### src/rtl/rsc_pkg.sv
// Shared constants and types for the reset sequencer and clock divider
package rsc_pkg;

   // Register addresses on the peripheral bus
   localparam logic [31:0] ADDR_RATIO = 32'he01fc100;
   localparam logic [31:0] ADDR_FLAGS = 32'he01fc180;
   localparam int REG_W = 8;

   // Peripheral clock ratio codes
   localparam logic [1:0] RATIO_QUARTER = 2'h0;
   localparam logic [1:0] RATIO_FULL = 2'h1;
   localparam logic [1:0] RATIO_HALF = 2'h2;
   localparam logic [1:0] RATIO_RSVD = 2'h3;
   localparam logic [1:0] RATIO_RESET = RATIO_QUARTER;
   localparam logic [1:0] RATIO_LSB = 2'h0;

   // Reset cause flag layout
   localparam int FLAG_POR = 0;
   localparam int FLAG_EXT = 1;
   localparam int FLAG_WDT = 2;
   localparam int FLAG_BOD = 3;
   localparam int FLAG_W = 4;
   localparam logic [3:0] FLAGS_AFTER_POR = 4'h1;

   // Timing
   localparam int CLK_PERIOD_NS = 100;
   localparam int EXT_MIN_ASSERT_NS = 300;
   localparam int FILTER_CYCLES_RAW =
      (EXT_MIN_ASSERT_NS + CLK_PERIOD_NS - 1) / CLK_PERIOD_NS;
   localparam int FILTER_CYCLES = (FILTER_CYCLES_RAW < 1) ? 1 :
      FILTER_CYCLES_RAW;
   localparam int WAKE_CLOCKS = 4096;

   // Processor start address after release
   localparam logic [31:0] RESET_VECTOR = 32'h00000000;

   // Reset source inputs
   typedef struct packed {
      logic por;
      logic ext_n;
      logic wdt_timeout;
      logic watchdog_reset_enable;
      logic bod;
   } rsc_src_t;

   // One register access request
   typedef struct packed {
      logic sel;
      logic write;
      logic [31:0] addr;
      logic [7:0] wdata;
   } rsc_req_t;

   // Reset sequence states
   typedef enum logic [5:0] {
      ST_HOLD = 6'h01,
      ST_OSC = 6'h02,
      ST_WAKE = 6'h04,
      ST_INIT = 6'h08,
      ST_SETTLE = 6'h10,
      ST_RUN = 6'h20
   } rsc_state_t;

   // Terminal divider count for a ratio code
   function automatic logic [1:0] rsc_ratio_last(input logic [1:0] r);
      case (r)
         RATIO_FULL: rsc_ratio_last = 2'h0;
         RATIO_HALF: rsc_ratio_last = 2'h1;
         default: rsc_ratio_last = 2'h3;
      endcase
   endfunction

endpackage

### src/rtl/rsc_pclk_div.sv
// Peripheral clock divider producing a tick at the chosen ratio
`timescale 1ns/10ps
module rsc_pclk_div
   import rsc_pkg::*;
#(
   parameter int CNT_W = 2
) (
   // Clock and reset
   input wire logic clk,
   input wire logic nrst,
   input wire logic ce,
   // Requested ratio, never the reserved code
   input wire logic [1:0] ratio,
   // Divided clock enable and ratio in force
   output logic pclk_tick,
   output logic [1:0] active
);

   initial begin
      if (CNT_W < 2) begin
         $error("rsc_pclk_div: CNT_W must be at least 2");
      end
   end

   logic [CNT_W-1:0] cnt;
   logic [CNT_W-1:0] next_cnt;
   logic [1:0] next_active;
   logic next_tick;

   // New ratio only at a period end, so no short pulse escapes
   always_comb begin
      next_cnt = cnt + 1'b1;
      next_active = active;
      next_tick = 1'b0;
      if (cnt == CNT_W'(rsc_ratio_last(active))) begin
         next_cnt = '0;
         next_active = ratio;
         next_tick = 1'b1;
      end
   end

   // Runs straight off the processor clock, held frozen while ce is low
   always_ff @(posedge clk or negedge nrst) begin
      if (!nrst) begin
         cnt <= '0;
         active <= RATIO_RESET;
         pclk_tick <= 1'b0;
      end else if (ce) begin
         cnt <= next_cnt;
         active <= next_active;
         pclk_tick <= next_tick;
      end
   end
endmodule

### src/rtl/rsc_sequencer.sv
// Reset sequencer, reset cause flags and peripheral clock ratio register
`timescale 1ns/10ps

module rsc_sequencer
   import rsc_pkg::*;
#(
   parameter int CFG_W = 2,
   parameter int WAKE_COUNT = WAKE_CLOCKS,
   parameter int FILTER_LEN = FILTER_CYCLES
) (
   // Clock, reset and freeze
   input wire logic clk,
   input wire logic nrst,
   input wire logic ce,
   // Reset sources
   input wire rsc_src_t src,
   // Oscillator, initialisation and flash status
   input wire logic osc_running,
   input wire logic init_done,
   input wire logic flash_busy,
   input wire logic flash_hv_settled,
   // Configuration pins
   input wire logic [CFG_W-1:0] cfg_pins,
   // Register port
   input wire rsc_req_t req,
   output logic [REG_W-1:0] reg_rdata,
   output logic reg_ack,
   // Reset and start-up outputs
   output logic sys_reset_n,
   output logic init_enable,
   output logic fetch_start,
   output logic [31:0] fetch_addr,
   output logic flash_abort,
   output logic [CFG_W-1:0] cfg_latched,
   // Peripheral clock
   output logic pclk_tick
);

   localparam int WAKE_W = $clog2(WAKE_COUNT + 1);
   localparam int FILT_W = $clog2(FILTER_LEN + 1);
   localparam logic [WAKE_W-1:0] WAKE_LAST = WAKE_W'(WAKE_COUNT - 1);
   localparam logic [FILT_W-1:0] FILT_FULL = FILT_W'(FILTER_LEN);

   initial begin
      if (WAKE_COUNT < 1 || FILTER_LEN < 1 || CFG_W < 1) begin
         $error("rsc_sequencer: counts and widths must be positive");
      end
   end

   rsc_state_t state;
   rsc_state_t next_state;
   logic [WAKE_W-1:0] wake_cnt;
   logic [WAKE_W-1:0] next_wake_cnt;
   logic [FILT_W-1:0] ext_cnt;
   logic [FILT_W-1:0] next_ext_cnt;
   logic ext_active;
   logic next_ext_active;
   logic abort_pending;
   logic next_abort_pending;
   logic [CFG_W-1:0] next_cfg_latched;
   logic [FLAG_W-1:0] flags;
   logic [FLAG_W-1:0] next_flags;
   logic [1:0] ratio;
   logic [1:0] next_ratio;
   logic [REG_W-1:0] next_rdata;
   logic wdt_evt;
   logic any_reset;
   logic hold_level;
   logic wr_flags;
   logic wr_ratio;

   // Reset requests seen this cycle, and register write strobes
   assign wdt_evt = src.wdt_timeout & src.watchdog_reset_enable;
   assign hold_level = src.por | ext_active | src.bod;
   assign any_reset = hold_level | wdt_evt;
   assign wr_flags = req.sel & req.write & (req.addr == ADDR_FLAGS);
   assign wr_ratio = req.sel & req.write & (req.addr == ADDR_RATIO);

   // Pin filter: low must last the full window, shorter dips vanish
   always_comb begin
      next_ext_cnt = '0;
      next_ext_active = 1'b0;
      if (!src.ext_n) begin
         next_ext_cnt = (ext_cnt == FILT_FULL) ? ext_cnt : ext_cnt + 1'b1;
         next_ext_active = (next_ext_cnt == FILT_FULL);
      end
   end

   // Sequence from reset through oscillator, wake count, init, flash
   always_comb begin
      next_state = state;
      next_wake_cnt = wake_cnt;
      next_abort_pending = abort_pending;
      if (any_reset && flash_busy) begin
         next_abort_pending = 1'b1;
      end
      if (any_reset) begin
         next_state = ST_HOLD;
         next_wake_cnt = '0;
      end else begin
         unique case (state)
            ST_HOLD: begin
               next_state = ST_OSC;
            end
            ST_OSC: begin
               if (osc_running) begin
                  next_state = ST_WAKE;
               end
            end
            ST_WAKE: begin
               if (wake_cnt == WAKE_LAST) begin
                  next_state = ST_INIT;
               end else begin
                  next_wake_cnt = wake_cnt + 1'b1;
               end
            end
            ST_INIT: begin
               if (init_done) begin
                  next_state = ST_SETTLE;
               end
            end
            ST_SETTLE: begin
               // After an abort, release waits for flash high voltage to decay
               if (!abort_pending || flash_hv_settled) begin
                  next_state = ST_RUN;
                  next_abort_pending = 1'b0;
               end
            end
            ST_RUN: begin
               next_state = ST_RUN;
            end
            default: begin
               next_state = ST_HOLD;
            end
         endcase
      end
   end

   // Config pins reload only when the pin reset is released
   always_comb begin
      next_cfg_latched = cfg_latched;
      if (ext_active && !next_ext_active) begin
         next_cfg_latched = cfg_pins;
      end
   end

   // Cause flags; a hardware set wins over a same-cycle clear
   always_comb begin
      next_flags = flags;
      if (wr_flags) begin
         next_flags = flags & ~req.wdata[FLAG_W-1:0];
      end
      if (src.por) begin
         next_flags = FLAGS_AFTER_POR;
      end else begin
         if (ext_active) begin
            next_flags[FLAG_EXT] = 1'b1;
            next_flags[FLAG_WDT] = 1'b0;
         end
         if (src.bod) begin
            next_flags[FLAG_BOD] = 1'b1;
            next_flags[FLAG_WDT] = 1'b0;
         end
         if (wdt_evt) begin
            next_flags[FLAG_WDT] = 1'b1;
         end
      end
   end

   // Ratio register keeps its old value on the reserved code
   always_comb begin
      next_ratio = ratio;
      if (wr_ratio && req.wdata[1:0] != RATIO_RSVD) begin
         next_ratio = req.wdata[1:0];
      end
   end

   // Read data; reserved bits return zero
   always_comb begin
      next_rdata = '0;
      if (req.sel && !req.write) begin
         if (req.addr == ADDR_FLAGS) begin
            next_rdata[FLAG_W-1:0] = flags;
         end else if (req.addr == ADDR_RATIO) begin
            next_rdata[1:0] = ratio;
         end
      end
   end

   // State registers, all frozen while ce is low
   always_ff @(posedge clk or negedge nrst) begin
      if (!nrst) begin
         state <= ST_HOLD;
         wake_cnt <= '0;
         ext_cnt <= '0;
         ext_active <= 1'b0;
         abort_pending <= 1'b0;
         cfg_latched <= '0;
         flags <= FLAGS_AFTER_POR;
         ratio <= RATIO_RESET;
         reg_rdata <= '0;
         reg_ack <= 1'b0;
         sys_reset_n <= 1'b0;
         init_enable <= 1'b0;
         fetch_start <= 1'b0;
         fetch_addr <= RESET_VECTOR;
         flash_abort <= 1'b0;
      end else if (ce) begin
         state <= next_state;
         wake_cnt <= next_wake_cnt;
         ext_cnt <= next_ext_cnt;
         ext_active <= next_ext_active;
         abort_pending <= next_abort_pending;
         cfg_latched <= next_cfg_latched;
         flags <= next_flags;
         ratio <= next_ratio;
         reg_rdata <= next_rdata;
         reg_ack <= req.sel;
         sys_reset_n <= (next_state == ST_RUN);
         init_enable <= (next_state == ST_INIT);
         fetch_start <= (next_state == ST_RUN) && (state != ST_RUN);
         fetch_addr <= RESET_VECTOR;
         flash_abort <= next_abort_pending;
      end
   end

   // Divider on the undivided processor clock
   rsc_pclk_div #(
      .CNT_W(2)
   ) u_div (
      .clk(clk),
      .nrst(nrst),
      .ce(ce),
      .ratio(ratio),
      .pclk_tick(pclk_tick),
      .active()
   );
endmodule

### config.mk
export PLATFORM = sky130hd
export DESIGN_NAME = rsc_sequencer
export DESIGN_NICKNAME = d
export VERILOG_FILES = /design/src/rtl/rsc_pkg.sv /design/src/rtl/rsc_pclk_div.sv /design/src/rtl/rsc_sequencer.sv
export SDC_FILE = /design/constraint.sdc
export NUM_CORES = 1
export LEC_CHECK = 0
export BUFFER_PORTS_ARGS = -buffer_cell sky130_fd_sc_hd__clkbuf_2
export CAP_MARGIN = 20
export CORE_MARGIN = 2
export CORE_UTILIZATION = 52
export CTS_BUF_LIST = sky130_fd_sc_hd__clkbuf_4 sky130_fd_sc_hd__clkbuf_8 sky130_fd_sc_hd__clkbuf_16
export DETAILED_ROUTE_END_ITERATION = 12
export GPL_ROUTABILITY_DRIVEN = 0
export GPL_TIMING_DRIVEN = 0
export PLACE_DENSITY = 0.83
export SETUP_SLACK_MARGIN = 0.1
export SYNTH_ARGS = -nofsm -noshare
export SYNTH_HDL_FRONTEND = slang
export SYNTH_SLANG_ARGS = --single-unit
### constraint.sdc
create_clock -name clk -period 4.3 [get_ports clk]
set_input_delay 0 -clock clk [delete_from_list [all_inputs] [get_ports clk]]
set_output_delay 0 -clock clk [all_outputs]
set_load 0.02 [all_outputs]
==> metrics.txt, run 1 <==
root buffer cell=clkbuf_8; top_reg_cell synth=dfrtp_1; post-route setup TNS=0 ps; cts bufs inserted=5; Clk Latency, worst-skew pair=300 ps; maxcap violations=0; dominant cell type by area after synthesis=dfrtp_1; Antenna Nets Post-Route=0; Pleak=1.60 nW; vias in the first global route=2275; clk buf depth=2; status=complete, no violations; nets@finish=448; hpwl dp=4.34 mm; Hold Fails Final Rpt=0; grt total ovfl=0; CTS tree=done; Die ar.=0.00554 mm²; Gate Count Post-Synth=277; H-Tree Depth=2; antenna violations before repair=0; Place WS=2160 ps; Starting Density=54.3%; core area=0.00475 mm²; VDD IR-drop max=0.000174 V; crit path capture type=register; DRT Wirelength=5.60 mm; Tightest Hold Check Type=in -> reg; layout cells sized above 1=30.9%; Die X=74.4 µm; drt pass-1 iters=4; # fillers=388; Critical Path Fanout Max=10; ys async rst share=100%; all-layer global routing usage=22.4%; WS Path Type=reg -> reg; fin util=69.4%; vias=2307; slew margin rel.=49.0%; Period minus WS final=2170 ps; first-pass GRT wire length=9.52 mm; Mean Syn Cell Area=9.31 µm²; Vias/cell=5.04; Num Clock Sinks=44; setup ws final=2130 ps; setup repair bufs after CTS=0; I/O pin count=104; final setup fails=0; WL/cell=12.2 µm; Mapped Area=0.00258 mm²; antenna fix cells=0; Worst EP arrival=2340 ps; die height=74.4 µm; skew final=8.69 ps; setup repair after global routing missed its margin=no; Critical Path Start Type=register; Netlist cell types=48; yosys warns=0; Max Freq=461 MHz; CTS resizes=0; Area Growth Syn to Fin=27.9%; Slew Viols, Final=0; flops & latches, synth=44; Worst Tran Pin Value=763 ps; WP data required=4470 ps; row cnt=25; CTS hold repair buffers=9; synth top area cells=dfrtp_1 41%, buf_4 10%, xnor2_1 4.4%; P per Cell Area=301 mW/mm²; post-synthesis sequential area ratio=42.8%; DRC Markers=0; initial detailed-routing violation count=203; Synth top area share=40.7%; number of port buffers=61; number of synthesized flops with an enable pin=0; pin count of the biggest net entering global routing=45; period utilization=50.5%; Reg clk slew, reported paths=90 ps
## metrics by stage
| step | hold WS, ps | cells | cell area [µm²] | power [mW] |
|---|---|---|---|---|
| 2_1_floorplan | -296 | 312 | 2710 | 0.651 |
| 3_3_place_gp | 173 | 440 | 3100 | 0.717 |
| 3_5_place_dp | 190 | 440 | 3100 | 0.725 |
| 5_1_grt | 44.6 | 458 | 3300 | 1.04 |
| 6_report | 32.3 | 458 | 3300 | 0.994 |
| 4_1_cts | 34.9 | 457 | 3280 | 0.998 |
## worst max-delay path, stage by stage (launching register included)
cell and delay [ps]:
dfstp_2 370, clkbuf_1 180, nor2_1 270, nand4b_1 200
clkbuf_1 250, a2111oi_0 550, xnor2_1 190, nor2_1 50
## power by group
part | leakage, nW | internal, mW | switching [mW] | total [mW]
logic | 0.978 | 0.110 | 0.135 | 0.245
registers | 0.577 | 0.453 | 0.0288 | 0.482
clock network | 0.0491 | 0.127 | 0.140 | 0.267
total | 1.60 | 0.689 | 0.304 | 0.994
## cell families (layout without fill, tap and decap cells)
group	after synthesis	in the layout	share of synthesized area, %
AND/OR/NAND/NOR	91	91	19.1
AO/OA/AOI/OAI	56	56	14.8
other	1	36	0.145
buffers and inverters	61	140	14.2
multiplexers	7	7	2.96
XOR/XNOR	15	15	5.09
adder cells (fa/ha/maj)	2	2	0.970
flip-flops	44	44	42.8
## placed cells by master, fill, tap and decap left out, drive strengths merged, types with 3 or more instances in the layout
master	instances
a2111oi	6
a211oi	5
a21oi	13
a31oi	4
and4	3
buf	38
clkbuf	79
conb	36
dfrtp	42
dlygate4sd3	9
inv	13
mux2	5
nand2	16
nand2b	3
nand3	9
nand4	6
nand4b	3
nor2	25
nor3	5
nor4	6
o21ai	13
o2bb2ai	4
xnor2	13
## state kept, by name, summed over array words and instances (netlist names)
name,count
reg_ack,1
ext_active,1
u_div.cnt,2
u_div.pclk_tick,1
reg_rdata,4
sys_reset_n,1
ext_cnt,2
abort_pending,1
wake_cnt,13
fetch_start,1
init_enable,1
u_div.active,2
cfg_latched,2
flags,4
ratio,2
state,6
## final cells by class
cell class | count | area (µm²) | share of cell area [%]
inverter | 13 | 48.8 | 1.48
multi-input combinational | 207 | 1240 | 37.7
timing repair buffer | 71 | 415 | 12.6
sequential | 44 | 1100 | 33.4
buffer | 48 | 317 | 9.59
clock buffer | 7 | 83.8 | 2.54
tap | 67 | 83.8 | 2.54
clock inverter | 1 | 5.00 | 0.152
## metal layers
layer  up-vias  wire [µm]  GRT usage [%]
met5         -          0              0
met4         0         70           7.54
met3         8        427           4.47
met2       113       2790           39.5
met1      1046       2310           27.2
li1       1140          -              -
## cell usage after synthesis, types with 5 or more instances
master,n
dfrtp_1,42
buf_4,36
nor2_1,25
nand2_1,16
inv_1,13
xnor2_1,13
a21oi_1,12
o21ai_0,12
clkbuf_1,11
nand3_1,9
nand4_1,6
nor4_1,6
a2111oi_0,5
a211oi_1,5
mux2_2,5
nor3_1,5
## path summary, 6_finish.rpt
| check | from | to | slack, ps | cells after the start |
|---|---|---|---|---|
| worst max-delay path | state[0] | wake_cnt[6] | 2130 | 7 |
| worst min-delay path | src[0] | flags[3] | 30 | 3 |
| worst max register to register | state[0] | wake_cnt[6] | 2130 | 7 |
| worst min register to register | reg_rdata[0] | reg_rdata[0] | 500 | 1 |
| max in group asynchronous | nrst | state[0] | 3580 | 3 |
| min in group asynchronous | nrst | wake_cnt[4] | 160 | 2 |
Power figures use the tool's default switching activity.
==> inputs of run 2 (changes only) <==
--- a/config.mk
+++ b/config.mk
@@ -5,15 +5,16 @@
 export SDC_FILE = /design/constraint.sdc
 export NUM_CORES = 1
 export LEC_CHECK = 0
+export ABC_AREA = 1
 export BUFFER_PORTS_ARGS = -buffer_cell sky130_fd_sc_hd__clkbuf_2
 export CAP_MARGIN = 20
 export CORE_MARGIN = 2
-export CORE_UTILIZATION = 52
+export CORE_UTILIZATION = 51
 export CTS_BUF_LIST = sky130_fd_sc_hd__clkbuf_4 sky130_fd_sc_hd__clkbuf_8 sky130_fd_sc_hd__clkbuf_16
 export DETAILED_ROUTE_END_ITERATION = 12
 export GPL_ROUTABILITY_DRIVEN = 0
 export GPL_TIMING_DRIVEN = 0
-export PLACE_DENSITY = 0.83
+export PLACE_DENSITY = 0.79
 export SETUP_SLACK_MARGIN = 0.1
 export SYNTH_ARGS = -nofsm -noshare
 export SYNTH_HDL_FRONTEND = slang
==> constraint.sdc (replaced) <==
create_clock -name clk -period 2.2 [get_ports clk]
set_input_delay 0 -clock clk [delete_from_list [all_inputs] [get_ports clk]]
set_output_delay 0 -clock clk [all_outputs]
set_load 0.02 [all_outputs]
==> metrics.txt, run 2 <==
DRT Wirelength=6.68 mm (was 5.60 mm); yosys warns=0 (unchanged); dominant cell type by area after synthesis=dfrtp_1 (unchanged); Mapped Area=0.00300 mm² (was 0.00258 mm²); WS Path Type=reg -> reg (unchanged); flops & latches, synth=44 (unchanged); WL/cell=10.9 µm (was 12.2 µm); most flop-heavy register=wake_cnt (unchanged); most common cell in the synthesized netlist=nand2_1 (was dfrtp_1); Crit-path slowest cell=dfrtp_1 (was a2111oi_0); setup repair after global routing missed its margin=no (unchanged); clock power share=24.9% (was 26.9%); antenna violations before repair=0 (unchanged); number of port buffers=63 (was 61); CTS tree=done (unchanged); largest registers=wake_cnt (13), state (6) (unchanged); status=complete, no violations (unchanged); combinational fraction of design power=27.3% (was 24.7%); sequential cell fraction of total power=47.8% (was 48.5%); Antenna Nets Post-Route=0 (unchanged); first-pass GRT wire length=11.8 mm (was 9.52 mm); Reg clk slew, reported paths=80 ps (was 90 ps); vias=2872 (was 2307); row cnt=27 (was 25); dpl cells=600 (was 440); initial detailed-routing violation count=155 (was 203); pin count of the biggest net entering global routing=45 (unchanged); slew margin rel.=66.7% (was 49.0%); ys async rst share=100% (unchanged); main combinational cell family by area after synthesis=simple AND/OR/NAND/NOR gates (unchanged); Max Freq=566 MHz (was 461 MHz); switch share=32.7% (was 30.6%); H-Tree Depth=2 (unchanged); Clk Latency, worst-skew pair=290 ps (was 300 ps); hold_ws=13.1 ps (was 32.3 ps); most common cell after layout, fill and taps aside=nand2_1 (was clkbuf_2); maxcap violations=0 (unchanged); VDD IR-drop max=0.000623 V (was 0.000174 V); P_int=1.32 mW (was 0.689 mW); crit-path cells=ha_1 > nand2_2 > inv_2 > nand2_4 > nor2_4 > nand3_4 > nand3_4 > nand2_4 > buf_6 > nand2_1 > nand2_1 (was clkbuf_1 > nor2_1 > nand4b_1 > clkbuf_1 > a2111oi_0 > xnor2_1 > nor2_1); # fillers=526 (was 388); most frequent cells in the layout=117 x nand2_1, 63 x clkbuf_2, 60 x nor2_1 (was 61 x clkbuf_2, 42 x dfrtp_1, 36 x buf_4, 36 x conb_1, 25 x nor2_1); post-synthesis sequential area ratio=36.8% (was 42.8%); post-route setup TNS=0 ps (unchanged); crit path capture type=register (unchanged); multiplexer share of the synthesized area=0.751% (was 2.96%); Num Clock Sinks=44 (unchanged); Post-Synth XOR/XNOR Area=3.21% (was 5.09%); clk buf depth=2 (unchanged); WP data required=2390 ps (was 4470 ps); net switching power=0.640 mW (was 0.304 mW); Worst EP arrival=1950 ps (was 2340 ps); Die ar.=0.00651 mm² (was 0.00554 mm²); drt pass-1 iters=4 (unchanged); max reg flops=13 (unchanged); Slew Viols, Final=0 (unchanged); Synth Area in Adders=0.834% (was 0.970%); Hold Fails Final Rpt=0 (unchanged); layout cells sized above 1=23.9% (was 30.9%); Non-Filler Instances=615 (was 458); Gate Count Post-Synth=430 (was 277); Period minus WS final=1770 ps (was 2170 ps); synth top area cells=dfrtp_1 35%, nand2_1 15%, buf_4 9.3% (was dfrtp_1 41%, buf_4 10%, xnor2_1 4.4%); P per Cell Area=528 mW/mm² (was 301 mW/mm²); CTS resizes=0 (unchanged); CP peak stage delay=440 ps (was 550 ps); Mean Syn Cell Area=6.98 µm² (was 9.31 µm²); final setup fails=0 (unchanged); I/O pin count=104 (unchanged); Die X=80.7 µm (was 74.4 µm); Synth top area share=35.0% (was 40.7%); Critical Path Fanout Max=10 (unchanged); nets@finish=601 (was 448); top_reg_cell synth=dfrtp_1 (unchanged); all-layer global routing usage=22.7% (was 22.4%); Critical Path Start Type=register (unchanged); cts bufs inserted=5 (unchanged); number of synthesized flops with an enable pin=0 (unchanged); core area=0.00561 mm² (was 0.00475 mm²); grt total ovfl=0 (unchanged); die height=80.7 µm (was 74.4 µm); period utilization=80.3% (was 50.5%); Synth Area in Compound Gates=5.96% (was 14.8%); WP buf/inv=2 (unchanged); hpwl dp=5.18 mm (was 4.34 mm); Worst Tran Pin Value=500 ps (was 763 ps); vias in the first global route=2803 (was 2275); Worst path top cell family by delay=simple AND/OR/NAND/NOR gates (was compound AO/OA/AOI/OAI gates); Synth Area in Simple Gates=34.7% (was 19.1%); Pleak=2.06 nW (was 1.60 nW); DRC Markers=0 (unchanged); Netlist cell types=33 (was 48); final design area excluding fillers=0.00371 mm² (was 0.00330 mm²); most frequent cells after synthesis=117 x nand2_1, 60 x nor2_1, 52 x inv_1 (was 42 x dfrtp_1, 36 x buf_4, 25 x nor2_1); root buffer cell=clkbuf_8 (unchanged); Vias/cell=4.67 (was 5.04); Starting Density=53.5% (was 54.3%); antenna fix cells=0 (unchanged); Area Growth Syn to Fin=23.6% (was 27.9%); Tightest Hold Check Type=in -> reg (unchanged); skew final=5.03 ps (was 8.69 ps); Post-DP Area=0.00354 mm² (was 0.00310 mm²)
-- run 2: cell type report --
type / instances / area [µm²] / area share [%]
plain buffers: 44 / 322 / 8.67
clock buffers: 5 / 68.8 / 1.86
clock inverters: 2 / 12.5 / 0.337
inverters: 55 / 206 / 5.57
multi-input cells: 322 / 1500 / 40.5
flip-flops and latches: 44 / 1100 / 29.8
well taps: 72 / 90.1 / 2.43
repair buffers: 71 / 405 / 10.9
-- run 2: worst paths after layout --
kind,slack (ps),from,end,cells past startpoint
max in group asynchronous,1570,nrst,flags[0],3
max reg2reg,430,wake_cnt[0],wake_cnt[2],11
min,10,src[4],flags[0],3
min reg2reg,490,sys_reset_n,sys_reset_n,2
max,430,wake_cnt[0],wake_cnt[2],11
min in group asynchronous,100,nrst,fetch_start,2
-- run 2: logic make-up after synthesis --
group                    Yosys count
AO/OA/AOI/OAI                     33
XOR/XNOR                          11
adder cells (fa/ha/maj)            2
buffers and inverters             99
flip-flops                        44
multiplexers                       2
other                              1
AND/OR/NAND/NOR                  238
-- run 2: repair_timing --
action	4_1_cts	5_1_grt
hold buffers	7	0
buffers inserted	0	0
endpoints found under the hold margin	48	0
-- run 2: metrics by stage --
| step | utilization [%] | setup WS [ps] | power, mW |
|---|---|---|---|
| floorplan | - | 699 | 1.31 |
| global placement | 63.1 | 526 | 1.45 |
| detailed placement | 63.1 | 472 | 1.47 |
| CTS | 65.8 | 459 | 1.96 |
| global route | 66.1 | 302 | 2.09 |
| finish | 66.1 | 434 | 1.96 |
-- run 2: power by group through the flow --
stage	logic [mW]	registers, mW	clock network, mW
finish	0.535	0.936	0.488
global route	0.609	0.945	0.536
CTS	0.527	0.934	0.498
detailed placement	0.516	0.949	0
global placement	0.504	0.947	0
floorplan	0.348	0.966	0
-- run 2: worst min-delay path: stages --
cell and delay (ps):
clkbuf_2 130, nand2_1 110, nand2_1 60
-- run 2: metal layers --
| layer | vias to the layer above | GRT usage (%) | wire length (µm) |
|---|---|---|---|
| met2 | 85 | 39.8 | 3140 |
| met3 | 12 | 3.82 | 374 |
| met1 | 1286 | 28.8 | 3040 |
| li1 | 1489 | - | - |
| met5 | - | 0 | 0 |
| met4 | 0 | 6.78 | 124 |
